--- config.mk ---
export PLATFORM = sky130hd
export DESIGN_NAME = adcc_control
export DESIGN_NICKNAME = d
export VERILOG_FILES = /design/src/logic/adcc_pkg.sv /design/src/logic/adcc_result_mem.sv /design/src/logic/adcc_control.sv
export SDC_FILE = /design/constraint.sdc
export NUM_CORES = 1
export LEC_CHECK = 0
export ABC_AREA = 0
export CELL_PAD_IN_SITES_DETAIL_PLACEMENT = 1
export CELL_PAD_IN_SITES_GLOBAL_PLACEMENT = 2
export CORE_MARGIN = 2
export CORE_UTILIZATION = 38
export CTS_CLUSTER_SIZE = 16
export DETAILED_ROUTE_END_ITERATION = 8
export DONT_BUFFER_PORTS = 1
export GPL_TIMING_DRIVEN = 0
export MAX_ROUTING_LAYER = met4
export PLACE_DENSITY = 0.83
export SLEW_MARGIN = 20
export SYNTH_ARGS = -nofsm -noshare
export SYNTH_HDL_FRONTEND = slang
export SYNTH_SLANG_ARGS = --single-unit
--- constraint.sdc ---
create_clock -name sys_clk -period 2.4 [get_ports sys_clk]
set_clock_uncertainty 0.05 [all_clocks]
set_input_delay 0.72 -clock sys_clk [delete_from_list [all_inputs] [get_ports sys_clk]]
set_output_delay 0.72 -clock sys_clk [all_outputs]
set_load 0.02 [all_outputs]
--- src/logic/adcc_pkg.sv ---
/*
 * Package for the converter control block: register layout, field positions,
 * channel codes and controller states.
 * Assumes a byte-wide register port on the bus clock.
 */
`default_nettype none
package adcc_pkg;
	// Register selects on the byte register port
	localparam logic [2:0] ADDR_SC_A      = 3'h0;
	localparam logic [2:0] ADDR_SC_B      = 3'h1;
	localparam logic [2:0] ADDR_RES_HIGH  = 3'h2;
	localparam logic [2:0] ADDR_RES_LOW   = 3'h3;
	localparam logic [2:0] ADDR_CMP_HIGH  = 3'h4;
	localparam logic [2:0] ADDR_CMP_LOW   = 3'h5;
	// conv_status_control_a fields
	localparam int BIT_FLAG   = 7;
	localparam int BIT_IEN    = 6;
	localparam int BIT_CONT   = 5;
	localparam int CH_MSB     = 4;
	// conv_status_control_b fields
	localparam int BIT_ACTIVE = 7;
	localparam int BIT_TRIG   = 6;
	localparam int BIT_CMPEN  = 5;
	localparam int BIT_CMPGT  = 4;
	localparam logic [7:0] SC_A_RESET = 8'h1f;
	localparam logic [7:0] SC_B_RESET = 8'h00;
	// Channel codes
	localparam logic [4:0] CH_LAST_INPUT = 5'h1b;
	localparam logic [4:0] CH_RESERVED   = 5'h1c;
	localparam logic [4:0] CH_REF_HIGH   = 5'h1d;
	localparam logic [4:0] CH_REF_LOW    = 5'h1e;
	localparam logic [4:0] CH_OFF        = 5'h1f;
	localparam int RES_W = 10;
	typedef enum logic [1:0] {ST_IDLE, ST_START, ST_BUSY} adcc_state_t;
endpackage
`default_nettype wire

--- src/logic/adcc_result_mem.sv ---
/*
 * Result and compare-value store: four bytes, registered read data.
 * Assumes writes and reads come from the control block on the same clock.
 */
`timescale 1ns/1ps
`default_nettype none
module adcc_result_mem (
	// Clock and reset
	input  wire logic       sys_clk,
	input  wire logic       resetn,
	// Write port
	input  wire logic       wr_en,
	input  wire logic [1:0] wr_addr,
	input  wire logic [7:0] wr_data,
	// Read port
	input  wire logic [1:0] rd_addr,
	output logic      [7:0] rd_data
);
	logic [7:0] mem_reg [4];

	always_ff @(posedge sys_clk or negedge resetn) begin
		if (!resetn) begin
			for (int i = 0; i < 4; i++) begin
				mem_reg[i] <= 8'h00;
			end
		end else if (wr_en) begin
			mem_reg[wr_addr] <= wr_data;
		end
	end

	always_ff @(posedge sys_clk or negedge resetn) begin
		if (!resetn) begin
			rd_data <= 8'h00;
		end else begin
			rd_data <= mem_reg[rd_addr];
		end
	end
endmodule
`default_nettype wire

--- src/logic/adcc_control.sv ---
/*
 * Conversion control for a successive approximation converter: control and
 * status registers, triggering, compare, completion flag and interrupt.
 * Assumes the analog core takes core_start pulses, reports core_done with its
 * result, and that the register port is synchronous to sys_clk.
 */
`timescale 1ns/1ps
`default_nettype none
// Function
// - Writing control register A aborts and restarts conversion unless channel is all ones; with hardware trigger the code only aborts.
// - Complete flag bit 7 is read-only; the bit 7 value written to control register A is ignored.
// - Compare disabled: complete flag sets at every conversion end.
// - Compare enabled: complete flag sets only when compare is true.
// - Complete flag clears on control register A write or low result read.
// - Flag setting while interrupt enable bit 6 is one raises the interrupt.
// - Continuous off: one conversion per write or per hardware trigger.
// - Continuous with software trigger: repeated conversions after a register write.
// - Continuous with hardware trigger: continuous conversions start on a trigger event.
// - Channel select is bits 4:0 of control register A.
// - All-ones channel turns converter off and isolates the input.
// - Stopping by all-ones code performs no further single conversion.
// - Without continuous mode, converter enters low power after each conversion.
// - Codes 00000 to 11011 select analog inputs zero to twenty-seven.
// - 11100 reserved, 11101 high reference, 11110 low reference.
// - Trigger select bit chooses software or hardware triggering.
// - Read-only active bit sets on start, clears on completion or abort.
// - Compare direction: zero means below, one means at or above.
module adcc_control
	import adcc_pkg::*;
(
	// Clock and reset
	input  wire logic                 sys_clk,
	input  wire logic                 resetn,
	// Register port
	input  wire logic                 reg_wr,
	input  wire logic                 reg_rd,
	input  wire logic [2:0]           reg_addr,
	input  wire logic [7:0]           reg_wdata,
	output logic      [7:0]           reg_rdata,
	// Hardware trigger
	input  wire logic                 hw_trigger_in,
	// Analog core
	output logic                      core_start,
	output logic                      core_abort,
	output logic                      core_power_on,
	output logic      [4:0]           core_channel,
	output logic                      core_sel_input,
	output logic                      core_sel_ref_high,
	output logic                      core_sel_ref_low,
	input  wire logic                 core_done,
	input  wire logic [RES_W-1:0]     core_result,
	// Interrupt request
	output logic                      conv_irq
);
	////////////////////////////////////////////////////////////////
	logic [7:0]        sc_a_reg;
	logic [7:0]        sc_b_reg;
	logic              conv_complete_flag;
	logic              conv_active;
	logic              cont_run_reg;
	adcc_state_t       state_reg;
	logic [2:0]        trig_sync_reg;
	logic              trig_prev_reg;
	logic [RES_W-1:0]  cmp_value;
	logic [7:0]        mem_rdata;
	logic [2:0]        rd_addr_reg;
	logic              rd_pending_reg;

	logic [4:0] channel_select;
	logic       continuous_enable;
	logic       conv_irq_enable;
	logic       trigger_select;
	logic       compare_enable;
	logic       compare_greater_select;
	assign channel_select         = sc_a_reg[CH_MSB:0];
	assign continuous_enable      = sc_a_reg[BIT_CONT];
	assign conv_irq_enable        = sc_a_reg[BIT_IEN];
	assign trigger_select         = sc_b_reg[BIT_TRIG];
	assign compare_enable         = sc_b_reg[BIT_CMPEN];
	assign compare_greater_select = sc_b_reg[BIT_CMPGT];

	logic wr_sc_a;
	logic wr_sc_b;
	logic rd_res_low;
	assign wr_sc_a    = reg_wr && (reg_addr == ADDR_SC_A);
	assign wr_sc_b    = reg_wr && (reg_addr == ADDR_SC_B);
	assign rd_res_low = reg_rd && (reg_addr == ADDR_RES_LOW);

	function automatic logic compare_true(input logic [RES_W-1:0] res,
			input logic [RES_W-1:0] cv, input logic gt);
		compare_true = gt ? (res >= cv) : (res < cv);
	endfunction

	////////////////////////////////////////////////////////////////
	// Trigger synchroniser; stage 0 is only read by stage 1
	always_ff @(posedge sys_clk or negedge resetn) begin
		if (!resetn) begin
			trig_sync_reg <= 3'h0;
			trig_prev_reg <= 1'b0;
		end else begin
			trig_sync_reg <= {trig_sync_reg[1:0], hw_trigger_in};
			if (trig_sync_reg[2] == trig_sync_reg[1]) begin
				trig_prev_reg <= trig_sync_reg[2];
			end
		end
	end

	logic hw_event;
	// Rising edge once stages one and two agree
	assign hw_event = trig_sync_reg[2] && trig_sync_reg[1] && !trig_prev_reg;

	////////////////////////////////////////////////////////////////
	// Control registers
	always_ff @(posedge sys_clk or negedge resetn) begin
		if (!resetn) begin
			sc_a_reg <= SC_A_RESET;
		end else if (wr_sc_a) begin
			sc_a_reg <= {1'b0, reg_wdata[BIT_IEN:0]};
		end
	end

	always_ff @(posedge sys_clk or negedge resetn) begin
		if (!resetn) begin
			sc_b_reg <= SC_B_RESET;
		end else if (wr_sc_b) begin
			sc_b_reg <= {1'b0, reg_wdata[BIT_TRIG:BIT_CMPGT], 4'h0};
		end
	end

	////////////////////////////////////////////////////////////////
	// Conversion sequencing
	logic conv_end;
	logic sw_request;
	logic hw_request;
	logic start_now;
	logic off_code_wr;
	assign conv_end    = (state_reg == ST_BUSY) && core_done;
	assign off_code_wr = wr_sc_a && (reg_wdata[CH_MSB:0] == CH_OFF);
	assign sw_request  = wr_sc_a && !off_code_wr && !trigger_select;
	// A control write in the trigger cycle wins, so an off code is never overtaken
	assign hw_request  = hw_event && trigger_select && !wr_sc_a
		&& (channel_select != CH_OFF);
	// Restart after an end only in continuous mode
	assign start_now   = conv_end && cont_run_reg && continuous_enable
		&& (channel_select != CH_OFF);

	always_ff @(posedge sys_clk or negedge resetn) begin
		if (!resetn) begin
			state_reg <= ST_IDLE;
		end else begin
			case (state_reg)
				ST_IDLE: begin
					if (sw_request || hw_request) begin
						state_reg <= ST_START;
					end
				end
				ST_START: begin
					if (off_code_wr || (wr_sc_a && trigger_select)) begin
						state_reg <= ST_IDLE;
					end else if (!sw_request) begin
						state_reg <= ST_BUSY;
					end
				end
				ST_BUSY: begin
					if (off_code_wr || (wr_sc_a && trigger_select)) begin
						state_reg <= ST_IDLE;
					end else if (sw_request) begin
						state_reg <= ST_START;
					end else if (start_now) begin
						state_reg <= ST_START;
					end else if (core_done) begin
						state_reg <= ST_IDLE;
					end
				end
				default: state_reg <= ST_IDLE;
			endcase
		end
	end

	// Continuous run latched by the starting request
	always_ff @(posedge sys_clk or negedge resetn) begin
		if (!resetn) begin
			cont_run_reg <= 1'b0;
		end else if (off_code_wr || (wr_sc_a && trigger_select)) begin
			cont_run_reg <= 1'b0;
		end else if (sw_request) begin
			cont_run_reg <= reg_wdata[BIT_CONT];
		end else if (hw_request && state_reg == ST_IDLE) begin
			cont_run_reg <= continuous_enable;
		end
	end

	assign conv_active = (state_reg != ST_IDLE);
	assign core_start  = (state_reg == ST_START);
	assign core_abort  = (state_reg == ST_BUSY) && wr_sc_a;
	// Powered only while converting; idle is the low-power state
	assign core_power_on = conv_active && (channel_select != CH_OFF);

	////////////////////////////////////////////////////////////////
	// Channel routing
	always_ff @(posedge sys_clk or negedge resetn) begin
		if (!resetn) begin
			core_channel      <= 5'h00;
			core_sel_input    <= 1'b0;
			core_sel_ref_high <= 1'b0;
			core_sel_ref_low  <= 1'b0;
		end else begin
			core_channel      <= channel_select;
			core_sel_input    <= (channel_select <= CH_LAST_INPUT);
			core_sel_ref_high <= (channel_select == CH_REF_HIGH);
			core_sel_ref_low  <= (channel_select == CH_REF_LOW);
		end
	end
	// CH_RESERVED and CH_OFF leave every source switch open

	////////////////////////////////////////////////////////////////
	// Completion flag and interrupt
	logic flag_set;
	assign flag_set = conv_end && !wr_sc_a
		&& (!compare_enable || compare_true(core_result, cmp_value,
			compare_greater_select));

	always_ff @(posedge sys_clk or negedge resetn) begin
		if (!resetn) begin
			conv_complete_flag <= 1'b0;
		end else if (flag_set) begin
			conv_complete_flag <= 1'b1;
		end else if (wr_sc_a || rd_res_low) begin
			conv_complete_flag <= 1'b0;
		end
	end

	// Level follows the flag while enabled
	assign conv_irq = conv_complete_flag && conv_irq_enable;

	////////////////////////////////////////////////////////////////
	// Result and compare storage
	logic       mem_wr;
	logic [1:0] mem_waddr;
	logic [7:0] mem_wdata;
	logic       res_wr_high;
	logic       cmp_wr;
	assign cmp_wr   = reg_wr && (reg_addr == ADDR_CMP_HIGH || reg_addr == ADDR_CMP_LOW);
	// Result update shares the store; low byte is held in a register
	logic [7:0] res_low_reg;
	assign res_wr_high = flag_set;
	assign mem_wr    = cmp_wr || res_wr_high;
	assign mem_waddr = cmp_wr ? reg_addr[1:0] : ADDR_RES_HIGH[1:0];
	assign mem_wdata = cmp_wr ? reg_wdata
		: {{(8-(RES_W-8)){1'b0}}, core_result[RES_W-1:8]};

	always_ff @(posedge sys_clk or negedge resetn) begin
		if (!resetn) begin
			res_low_reg <= 8'h00;
			cmp_value   <= '0;
		end else begin
			if (flag_set) begin
				res_low_reg <= core_result[7:0];
			end
			if (reg_wr && reg_addr == ADDR_CMP_HIGH) begin
				cmp_value[RES_W-1:8] <= reg_wdata[RES_W-9:0];
			end
			if (reg_wr && reg_addr == ADDR_CMP_LOW) begin
				cmp_value[7:0] <= reg_wdata;
			end
		end
	end

	adcc_result_mem u_store (
		.sys_clk (sys_clk),
		.resetn  (resetn),
		.wr_en   (mem_wr),
		.wr_addr (mem_waddr),
		.wr_data (mem_wdata),
		.rd_addr (reg_addr[1:0]),
		.rd_data (mem_rdata)
	);

	////////////////////////////////////////////////////////////////
	// Read data, one cycle after the read strobe
	always_ff @(posedge sys_clk or negedge resetn) begin
		if (!resetn) begin
			rd_addr_reg    <= 3'h0;
			rd_pending_reg <= 1'b0;
		end else begin
			rd_addr_reg    <= reg_addr;
			rd_pending_reg <= reg_rd;
		end
	end

	always_comb begin
		reg_rdata = 8'h00;
		if (rd_pending_reg) begin
			case (rd_addr_reg)
				ADDR_SC_A:     reg_rdata = {conv_complete_flag, sc_a_reg[BIT_IEN:0]};
				ADDR_SC_B:     reg_rdata = {conv_active, sc_b_reg[BIT_TRIG:0]};
				ADDR_RES_HIGH: reg_rdata = mem_rdata;
				ADDR_RES_LOW:  reg_rdata = res_low_reg;
				ADDR_CMP_HIGH: reg_rdata = mem_rdata;
				ADDR_CMP_LOW:  reg_rdata = mem_rdata;
				default:       reg_rdata = 8'h00;
			endcase
		end
	end

	////////////////////////////////////////////////////////////////
	// Checks
	chk_flag_readonly: assert property (@(posedge sys_clk) disable iff (!resetn)
		wr_sc_a && !flag_set |=> !conv_complete_flag)
		else $error("complete flag survived a control write");
	chk_flag_on_end: assert property (@(posedge sys_clk) disable iff (!resetn)
		conv_end && !wr_sc_a && !compare_enable |=> conv_complete_flag)
		else $error("flag not set at conversion end");
	chk_cmp_false: assert property (@(posedge sys_clk) disable iff (!resetn)
		conv_end && compare_enable && !compare_true(core_result, cmp_value,
			compare_greater_select) && !conv_complete_flag |=> !conv_complete_flag)
		else $error("flag set on false compare");
	chk_read_clears: assert property (@(posedge sys_clk) disable iff (!resetn)
		rd_res_low && !flag_set |=> !conv_complete_flag)
		else $error("low result read left flag set");
	chk_irq_follow: assert property (@(posedge sys_clk) disable iff (!resetn)
		$rose(conv_complete_flag) && conv_irq_enable |-> conv_irq)
		else $error("interrupt missing");
	chk_write_start: assert property (@(posedge sys_clk) disable iff (!resetn)
		sw_request |=> core_start)
		else $error("write did not start conversion");
	chk_off_stops: assert property (@(posedge sys_clk) disable iff (!resetn)
		off_code_wr |=> !conv_active ##1 !core_start)
		else $error("conversion after off code");
	chk_single_idle: assert property (@(posedge sys_clk) disable iff (!resetn)
		conv_end && !cont_run_reg && !wr_sc_a |=> !conv_active)
		else $error("single conversion did not go idle");
	chk_hw_once: assert property (@(posedge sys_clk) disable iff (!resetn)
		hw_event |=> !hw_event)
		else $error("trigger edge counted twice");
endmodule
`default_nettype wire

# == Word level (Yosys, flattened, before mapping) ==
# Cells that the tools add are included.
# word_totals
ff_bits,88
latch_bits,0
ram_bits,0
mem_bits_ro,0
in_bits,27
out_inout_bits,20
elab_cells,117
n_memories,0
# classes
n_addsub,0
n_mul,0
n_div,0
magnitude_cmp,6
n_eq_ne,19
shifts,0
muxes,24
bitwise,2
reduce_logical,45
# ops
operator,count
two-way mux 8 bit,5
bitwise mux 32 bit,1
one-hot mux 8 bit (4 select lines),1
logical AND 1 bit,26
binary-select mux 8 bit (select 2 bit),1
demux 8 bit (select 2 bit),1
two-way mux 2 bit,8
"equality test 5 bit, second input constant",3
"equality test 3 bit, second input constant",4
>= comparator 10 bit,1
less-than comparator 10 bit,1
"equality test 3 x 2 -> 1 bit, second input constant",3
"equality test 3 x 1 -> 1 bit, second input constant",2
">= comparator 3 bit, second input constant",2
zero test 3 bit,2
logical OR 1 bit,6
two-way mux 1 bit,6
NOT 2 -> 3 bit,2
one-hot mux 2 bit (3 select lines),1
"less-or-equal comparator 5 bit, second input constant",1
zero test 1 bit,5
"inequality test 5 x 4 -> 1 bit, second input constant",1
"inequality test 5 bit, second input constant",1
nonzero test 2 bit,2
10 further kinds,10

# == Logic depth before layout (Yosys ltp) ==
# Gate-level depths: netlist of the first run.
# logic_depth
ltp_word,10
mapped_depth,8

# == Cells and area by module ==
# Synthesis of the first run repeated with hierarchy kept, for this count alone.
# unflattened
hier_cells,377
hier_area_um2,4369.2
# modules_own_cells
module,n_inst,cells_each,area_per_inst_um2
adcc_control,1,291,2767.7
adcc_result_mem,1,86,1601.5

# == Least setup slack after synthesis of the first run ==
# No wires, ideal clock.
# synth_timing
kind,input to register
startpoint,input core_result[5]
endpoint,register u_store.mem_reg[8] (netlist name)
setup_time_ns,0.125
t_arrival_ns,2.519
required_ns,2.225
setup_slack_ns,-0.293
stages,7
n_path_buf,0
cell_sequence,ha_1 -> a21oi_1 -> o21ai_1 -> a2111oi_2 -> mux2i_1 -> a221oi_4 -> mux2_2
# synth_between
elab_chain_cells,5
word_cells_on_any_way,6
cone_classes,order compare (2); mux (1); reduce/logical (3)
# synth_lines
item,line_no,rtl
"start, declared",adcc_control.sv:51,"input wire logic [RES_W-1:0] core_result,"
less-than comparator 10 bit or >= comparator 10 bit (tied branches),adcc_control.sv:91,compare_true = gt ? (res >= cv) : (res < cv);
two-way mux 1 bit (*),adcc_control.sv:91,
logical OR 1 bit (*),adcc_control.sv:220,"&& (!compare_enable || compare_true(core_result, cmp_value,"
logical AND 1 bit (*),adcc_control.sv:220,
logical OR 1 bit (*),adcc_control.sv:247,assign mem_wr = cmp_wr || res_wr_high;
"end signal, assigned by index",adcc_result_mem.sv:27,mem_reg[wr_addr] <= wr_data;
"end, declared",adcc_result_mem.sv:19,logic [7:0] mem_reg [4];
# Mark *: on every way between the ends. The rest lies on a longest branch, timed or not.
# A chain may end at the register's enable or synchronous reset.

# == Final worst setup path of the first run ==
# layout_timing
startpoint,register rd_addr_reg[0]
endpoint,output reg_rdata[6]
# layout_between
elab_chain_cells,4
word_cells_on_any_way,9
cone_classes,eq/ne (5); mux (2); reduce/logical (2)
# layout_lines
item,line_no,rtl
"start, declared",adcc_control.sv:66,logic [2:0] rd_addr_reg;
"start signal, assigned",adcc_control.sv:286,rd_addr_reg <= reg_addr;
equality test 3 bit or equality test 3 x 2 -> 1 bit (tied branches),adcc_control.sv:294,case (rd_addr_reg)
OR reduction 3 bit (no source line),n/a,
one-hot mux 8 bit (4 select lines) (*),adcc_control.sv:294,
two-way mux 8 bit (*),adcc_control.sv:293,if (rd_pending_reg) begin
"end, declared",adcc_control.sv:39,"output logic [7:0] reg_rdata,"
# Marked as above.

==> impl_metrics.ini, run 1 <==
[clocking]
cts_tree = built
cts_root_buffer = clkbuf_8
clk_pin_slew_ns = 0.09
cts_buffers = 9
insertion_delay_ns = 0.37
htree_levels = 3
clock-sinks = 88
clk_path_buf_depth = 2

[synthesis]
ys_seq_area_share_pct = 57.1
synth_seq_cells = 88
syn_area_um2 = 3870
mappedNetlistNets = 376
yosysWarnings = 0
synth_top_area_cell = dfrtp_1
syn_area_per_cell_um2 = 11.4
synth_area_leaders = dfrtp_1 54%, nand2_1 8.2%, mux4_2 6.4%
yosys.area.top_type_share_pct = 53.7
netlist_instances = 338
synth.distinct_cells = 37

[power_and_ir_drop]
seqPwrFrac_pct = 51.0
p_clk_share_pct = 24.4
power_leakage_nw = 2.11
finalPower_mw = 3.94
power_density_nw_per_um2 = 839
netSwitchingFraction_pct = 31.5
p_switching_mw = 1.24
peakVddDrop_mv = 0.333
internal_power_mw = 2.70
power_frac_comb_pct = 24.6

[critical_path]
startpoint = rd_addr_reg[0]
reg2reg_slack_ns = -0.02
r2r_cells = 9
startpoint_type = register
critPathCaptureType = output pin
critPathRequiredTime_ns = 1.63
reg2reg_to = res_low_reg[6]
cp_max_fo = 3
rr_startpoint = cmp_value[9]
critPathKind = register to output pin
arrival_ns = 1.73

[drt]
viasPerCell = 5.25
vias = 2649
ant_nets = 0
first_iter_violations = 127
post_drt_wl_per_cell_um = 20.3
wl_met1_um = 4430
drc = 0
highest_layer = met4
dr_wl_met2_um = 4960
wl_met3_um = 528
drtPass1Iterations = 4
drt_wl_total_um = 10300

[final_layout]
final_cells = 505
largest_reg_flops = 32
final_nets = 405
areaGrowthSynthToFinish_pct = 21.3
fill_cells = 1057
drive_gt1_share_pct = 36.8
n_antenna_cell = 0

[hold_path]
min_path_type = input port to asynchronous set/reset pin

[timing]
slew_viol_final = 0
whs_ns = -0.00217
setup_viol = 11
fin_crit_ns = 2.50
finalHoldViolations = 17
fmax_ghz = 0.400
rsz0062_at_grt = true
finalWorstSetupSlack_ns = -0.102
period_share_pct = 104
fin_setup_tns_ns = -0.586
worst_pin_slew_ns = 0.907
slew-limit-headroom_pct = 39.6

[floorplan]
die_w_um = 105
die_y_um = 105
core-area_um2 = 9820
ios = 47
design.die.area_um2 = 11000
rows = 36
start_util_pct = 39.4

[placement]
gp_congestion = 0.833
dp.cells = 471
dpl.hpwl_um = 7060
portBuffers = 0

[grt]
grt_pass1_vias = 2936
antenna_found_initial = 0
gr-usage-all-layers_pct = 20.8
grt_pass1_wl_um = 16700
grt_start_max_net_pins = 89
grt-ovfl-total = 0

[outcome]
outcome = finished with violations
violations = negative hold slack, negative setup slack

[run]
drv_cap = 0
[timing repair]
action / CTS / global route
resized for setup: 49 / 23
endpoints found under the hold margin: 83 / 83
endpoints found under the setup margin: 25 / 26
setup buffers: 7 / 9
cloned: 2 / 0
pin swaps: 13 / 12
[through the flow]
| stage | setup WS [ns] | instance area (µm²) | utilization, % |
|---|---|---|---|
| 3_5_place_dp | -0.455 | 4180 | 42.6 |
| 6_report | -0.102 | 4690 | 47.8 |
| 5_1_grt | -0.177 | 4690 | 47.8 |
| 2_1_floorplan | -0.114 | 4010 | - |
| 4_1_cts | -0.132 | 4570 | 46.5 |
| 3_3_place_gp | -0.408 | 4180 | 42.6 |
[kinds of logic after synthesis]
logic type / synth area share, %
AO/OA/AOI/OAI: 7.31
adder cells (fa/ha/maj): 3.56
buffers and inverters: 3.46
flip-flops: 57.1
multiplexers: 12.4
AND/OR/NAND/NOR: 16.2
[how the worst max path moves through the flow]
| stage | end | slack (ns) | cells past startpoint |
|---|---|---|---|
| after floorplan | u_store.mem_reg[8] | -0.11 | 7 |
| after global placement | u_store.mem_reg[8] | -0.41 | 7 |
| after detailed placement | u_store.mem_reg[8] | -0.45 | 7 |
| after CTS | reg_rdata[5] | -0.13 | 4 |
| after global routing | reg_rdata[1] | -0.18 | 6 |
| final | reg_rdata[6] | -0.10 | 4 |
[power by group through the flow]
stage          registers (mW)  clock network [mW]  logic, mW
2_1_floorplan            1.94                   0      0.641
3_5_place_dp             2.01                   0      0.777
6_report                 2.01               0.961      0.969
4_1_cts                  2.00               0.985      0.893
3_3_place_gp             2.00                   0      0.740
5_1_grt                  2.05                1.05       1.07
[cell usage after synthesis]
library cell / instances
nand2_1: 85
dfrtp_1: 83
mux2_2: 18
o21ai_0: 18
inv_1: 14
clkbuf_1: 12
nor2_1: 12
ha_1: 11
mux4_2: 11
and2b_2: 8
a22oi_1: 7
and2_1: 7
dfstp_2: 5
a21oi_1: 4
nand3_1: 4
nor2b_1: 4
nor3_1: 4
a211oi_1: 3
mux2i_1: 3
nand2b_1: 3
a31oi_1: 2
and4_1: 2
nand4_1: 2
nor3b_1: 2
o31ai_1: 2
a2111oi_2: 1
a21oi_4: 1
a221oi_4: 1
and3_1: 1
buf_1: 1
buf_4: 1
buf_6: 1
clkbuf_8: 1
nor4_1: 1
o21a_1: 1
o21ai_1: 1
or3_1: 1
[area by class of cell]
class | count | area [µm²] | share of cell area (%)
inverters | 14 | 52.6 | 1.12
clock inverters | 6 | 43.8 | 0.933
plain buffers | 16 | 106 | 2.27
repair buffers | 17 | 139 | 2.96
flip-flops and latches | 88 | 2210 | 47.1
multi-input cells | 221 | 1840 | 39.2
well taps | 133 | 166 | 3.54
clock buffers | 10 | 138 | 2.93
[metal layers]
layer	vias up	global-route usage, %
li1	1206	-
met2	59	31.6
met5	-	-
met1	1364	26.3
met3	20	5.24
met4	0	9.81
[worst max-delay path: stages, from the launching register on]
cell and delay, ns:
dfrtp_1 0.41, buf_4 0.14, mux4_2 0.49, a22oi_2 0.21
nor2b_2 0.11
[placed cells by master (no fill, tap or decap), types with 9 or more instances in the layout]
| cell type | synthesis | final |
|---|---|---|
| nand2_1 | 85 | 83 |
| ha_4 | 0 | 9 |
| mux2_2 | 18 | 11 |
| dfrtp_1 | 83 | 82 |
| clkbuf_8 | 1 | 12 |
| inv_2 | 0 | 9 |
| o21ai_0 | 18 | 13 |
| clkbuf_1 | 12 | 9 |
| mux4_2 | 11 | 11 |
| buf_4 | 1 | 14 |
No activity file was read; power rests on OpenSTA's default activity.
==> run 2: changes to the inputs <==
--- a/config.mk
+++ b/config.mk
@@ -9,13 +9,14 @@
 export CELL_PAD_IN_SITES_DETAIL_PLACEMENT = 1
 export CELL_PAD_IN_SITES_GLOBAL_PLACEMENT = 2
 export CORE_MARGIN = 2
-export CORE_UTILIZATION = 38
+export CORE_UTILIZATION = 39
+export CTS_BUF_LIST = sky130_fd_sc_hd__clkbuf_8
 export CTS_CLUSTER_SIZE = 16
 export DETAILED_ROUTE_END_ITERATION = 8
 export DONT_BUFFER_PORTS = 1
 export GPL_TIMING_DRIVEN = 0
 export MAX_ROUTING_LAYER = met4
-export PLACE_DENSITY = 0.83
+export PLACE_DENSITY = 0.85
 export SLEW_MARGIN = 20
 export SYNTH_ARGS = -nofsm -noshare
 export SYNTH_HDL_FRONTEND = slang
==> constraint.sdc (replaced) <==
create_clock -name sys_clk -period 2.4 [get_ports sys_clk]
set_clock_uncertainty 0.05 [all_clocks]
set_input_delay 0.72 -clock sys_clk [delete_from_list [all_inputs] [get_ports sys_clk]]
set_output_delay 0.72 -clock sys_clk [all_outputs]
set_load 0.05 [all_outputs]
==> impl_metrics.ini, run 2 (synthesis results as in run 1) <==
[outcome]
outcome = finished with violations
violations = negative setup slack

[critical_path]
startpoint_type = register
critPathCaptureType = output pin
cp_max_fo = 6
arrival_ns = 1.79
slowest_stage = mux4_2
crit_family = multiplexers
critPathRequiredTime_ns = 1.63
path_buf_inv = 1
cpPeakStageDelay_ns = 0.51
critPathKind = register to output pin
reg2reg_slack_ns = -0.14
path_cells = buf_8 -> mux4_2 -> a22oi_2 -> nor2b_4

[timing]
setup_viol = 19
rsz0062_at_grt = true
whs_ns = 0.143
fin_crit_ns = 2.56
finalHoldViolations = 0
worst_pin_slew_ns = 0.890
slew-limit-headroom_pct = 40.4
fin_setup_tns_ns = -1.86
slew_viol_final = 0
period_share_pct = 107
finalWorstSetupSlack_ns = -0.163
fmax_ghz = 0.390

[drt]
first_iter_violations = 95
drt_wl_total_um = 10700
post_drt_wl_per_cell_um = 21.2
vias = 2735
drc = 0
viasPerCell = 5.38
ant_nets = 0
drtPass1Iterations = 4

[floorplan]
core-area_um2 = 9680
start_util_pct = 39.9
die_w_um = 104
design.die.area_um2 = 10700
die_y_um = 104
ios = 47
rows = 36

[clocking]
cts_tree = built
clk_path_buf_depth = 2
cts_buffers = 9
clock-sinks = 88
htree_levels = 3
cts_root_buffer = clkbuf_8
insertion_delay_ns = 0.36
clk_pin_slew_ns = 0.09

[final_layout]
final_nets = 408
utilization_pct = 49.4
n_antenna_cell = 0
largest_reg_flops = 32
drive_gt1_share_pct = 34.7
final_common_cell = nand2_1
final_cell_mix = 85 x nand2_1, 82 x dfrtp_1, 13 x buf_4
areaGrowthSynthToFinish_pct = 23.7

[placement]
place_ws_ns = -0.479
dpl.hpwl_um = 7100
gp_congestion = 0.826
portBuffers = 0

[grt]
antenna_found_initial = 0
grt_pass1_wl_um = 16100
grt-ovfl-total = 0
gr-usage-all-layers_pct = 20.2
grt_pass1_vias = 2864
grt_start_max_net_pins = 89

[run]
drv_cap = 0

[hold_path]
min_path_type = input port to asynchronous set/reset pin

[power_and_ir_drop]
power_leakage_nw = 2.16
finalPower_mw = 4.18
peakVddDrop_mv = 0.316
power_density_nw_per_um2 = 874
-- run 2: worst register-to-register path, delay by kind of cell, from the launching register on --
| family | cells | cell delay [ns] |
|---|---|---|
| compound gates | 3 | 0.61 |
| flops | 1 | 0.38 |
| mux | 2 | 0.68 |
| fa+ha+maj | 1 | 0.21 |
| simple gates | 1 | 0.13 |
| buf+inv | 3 | 0.38 |
-- run 2: per-stage QoR --
stage	std cells	instance area (µm²)
floorplan	338	4020
global placement	471	4190
detailed placement	471	4190
CTS	496	4580
global route	508	4790
finish	508	4790
-- run 2: layout make-up --
class                   count  area [µm²]
plain buffers              16         106
well taps                 133         166
fillers                  1031        4900
clock inverters             7        60.1
clock buffers               9         124
flip-flops and latches     88        2210
multi-input cells         221        1860
inverters                  14        52.6
repair buffers             20         208
-- run 2: final timing paths --
| path | startpoint | to | depth (start not counted) |
|---|---|---|---|
| max reg2reg | cmp_value[7] | res_low_reg[2] | 10 |
| max in group asynchronous | resetn | rd_addr_reg[2] | 1 |
| max | rd_addr_reg[1] | reg_rdata[5] | 4 |
| min | resetn | sc_a_reg[2] | 0 |
| min reg2reg | trig_sync_reg[0] | trig_sync_reg[1] | 0 |
| min in group sys_clk | trig_sync_reg[0] | trig_sync_reg[1] | 0 |
-- run 2: per-layer routing --
layer	vias to the layer above	part of all wire (%)	GRT usage, %
li1	1215	-	-
met1	1413	40	23.3
met4	0	3.1	8.11
met3	26	6.0	4.97
met5	-	0	-
met2	81	51	34.0
-- run 2: power by group --
group / total (mW) / switching [mW] / internal (mW) / leakage (nW)
registers: 2.04 / 0.273 / 1.77 / 1.10
clock network: 0.988 / 0.522 / 0.467 / 0.100
logic: 1.15 / 0.591 / 0.562 / 0.960
total: 4.18 / 1.38 / 2.80 / 2.16
-- run 2: what timing repair did --
item / in CTS / in global routing
pin swaps: 14 / 11
setup buffers: 7 / 10
gates cloned: 2 / 0
gates resized for setup: 50 / 24
setup endpoints to repair: 26 / 27
endpoints found under the hold margin: 78 / 69
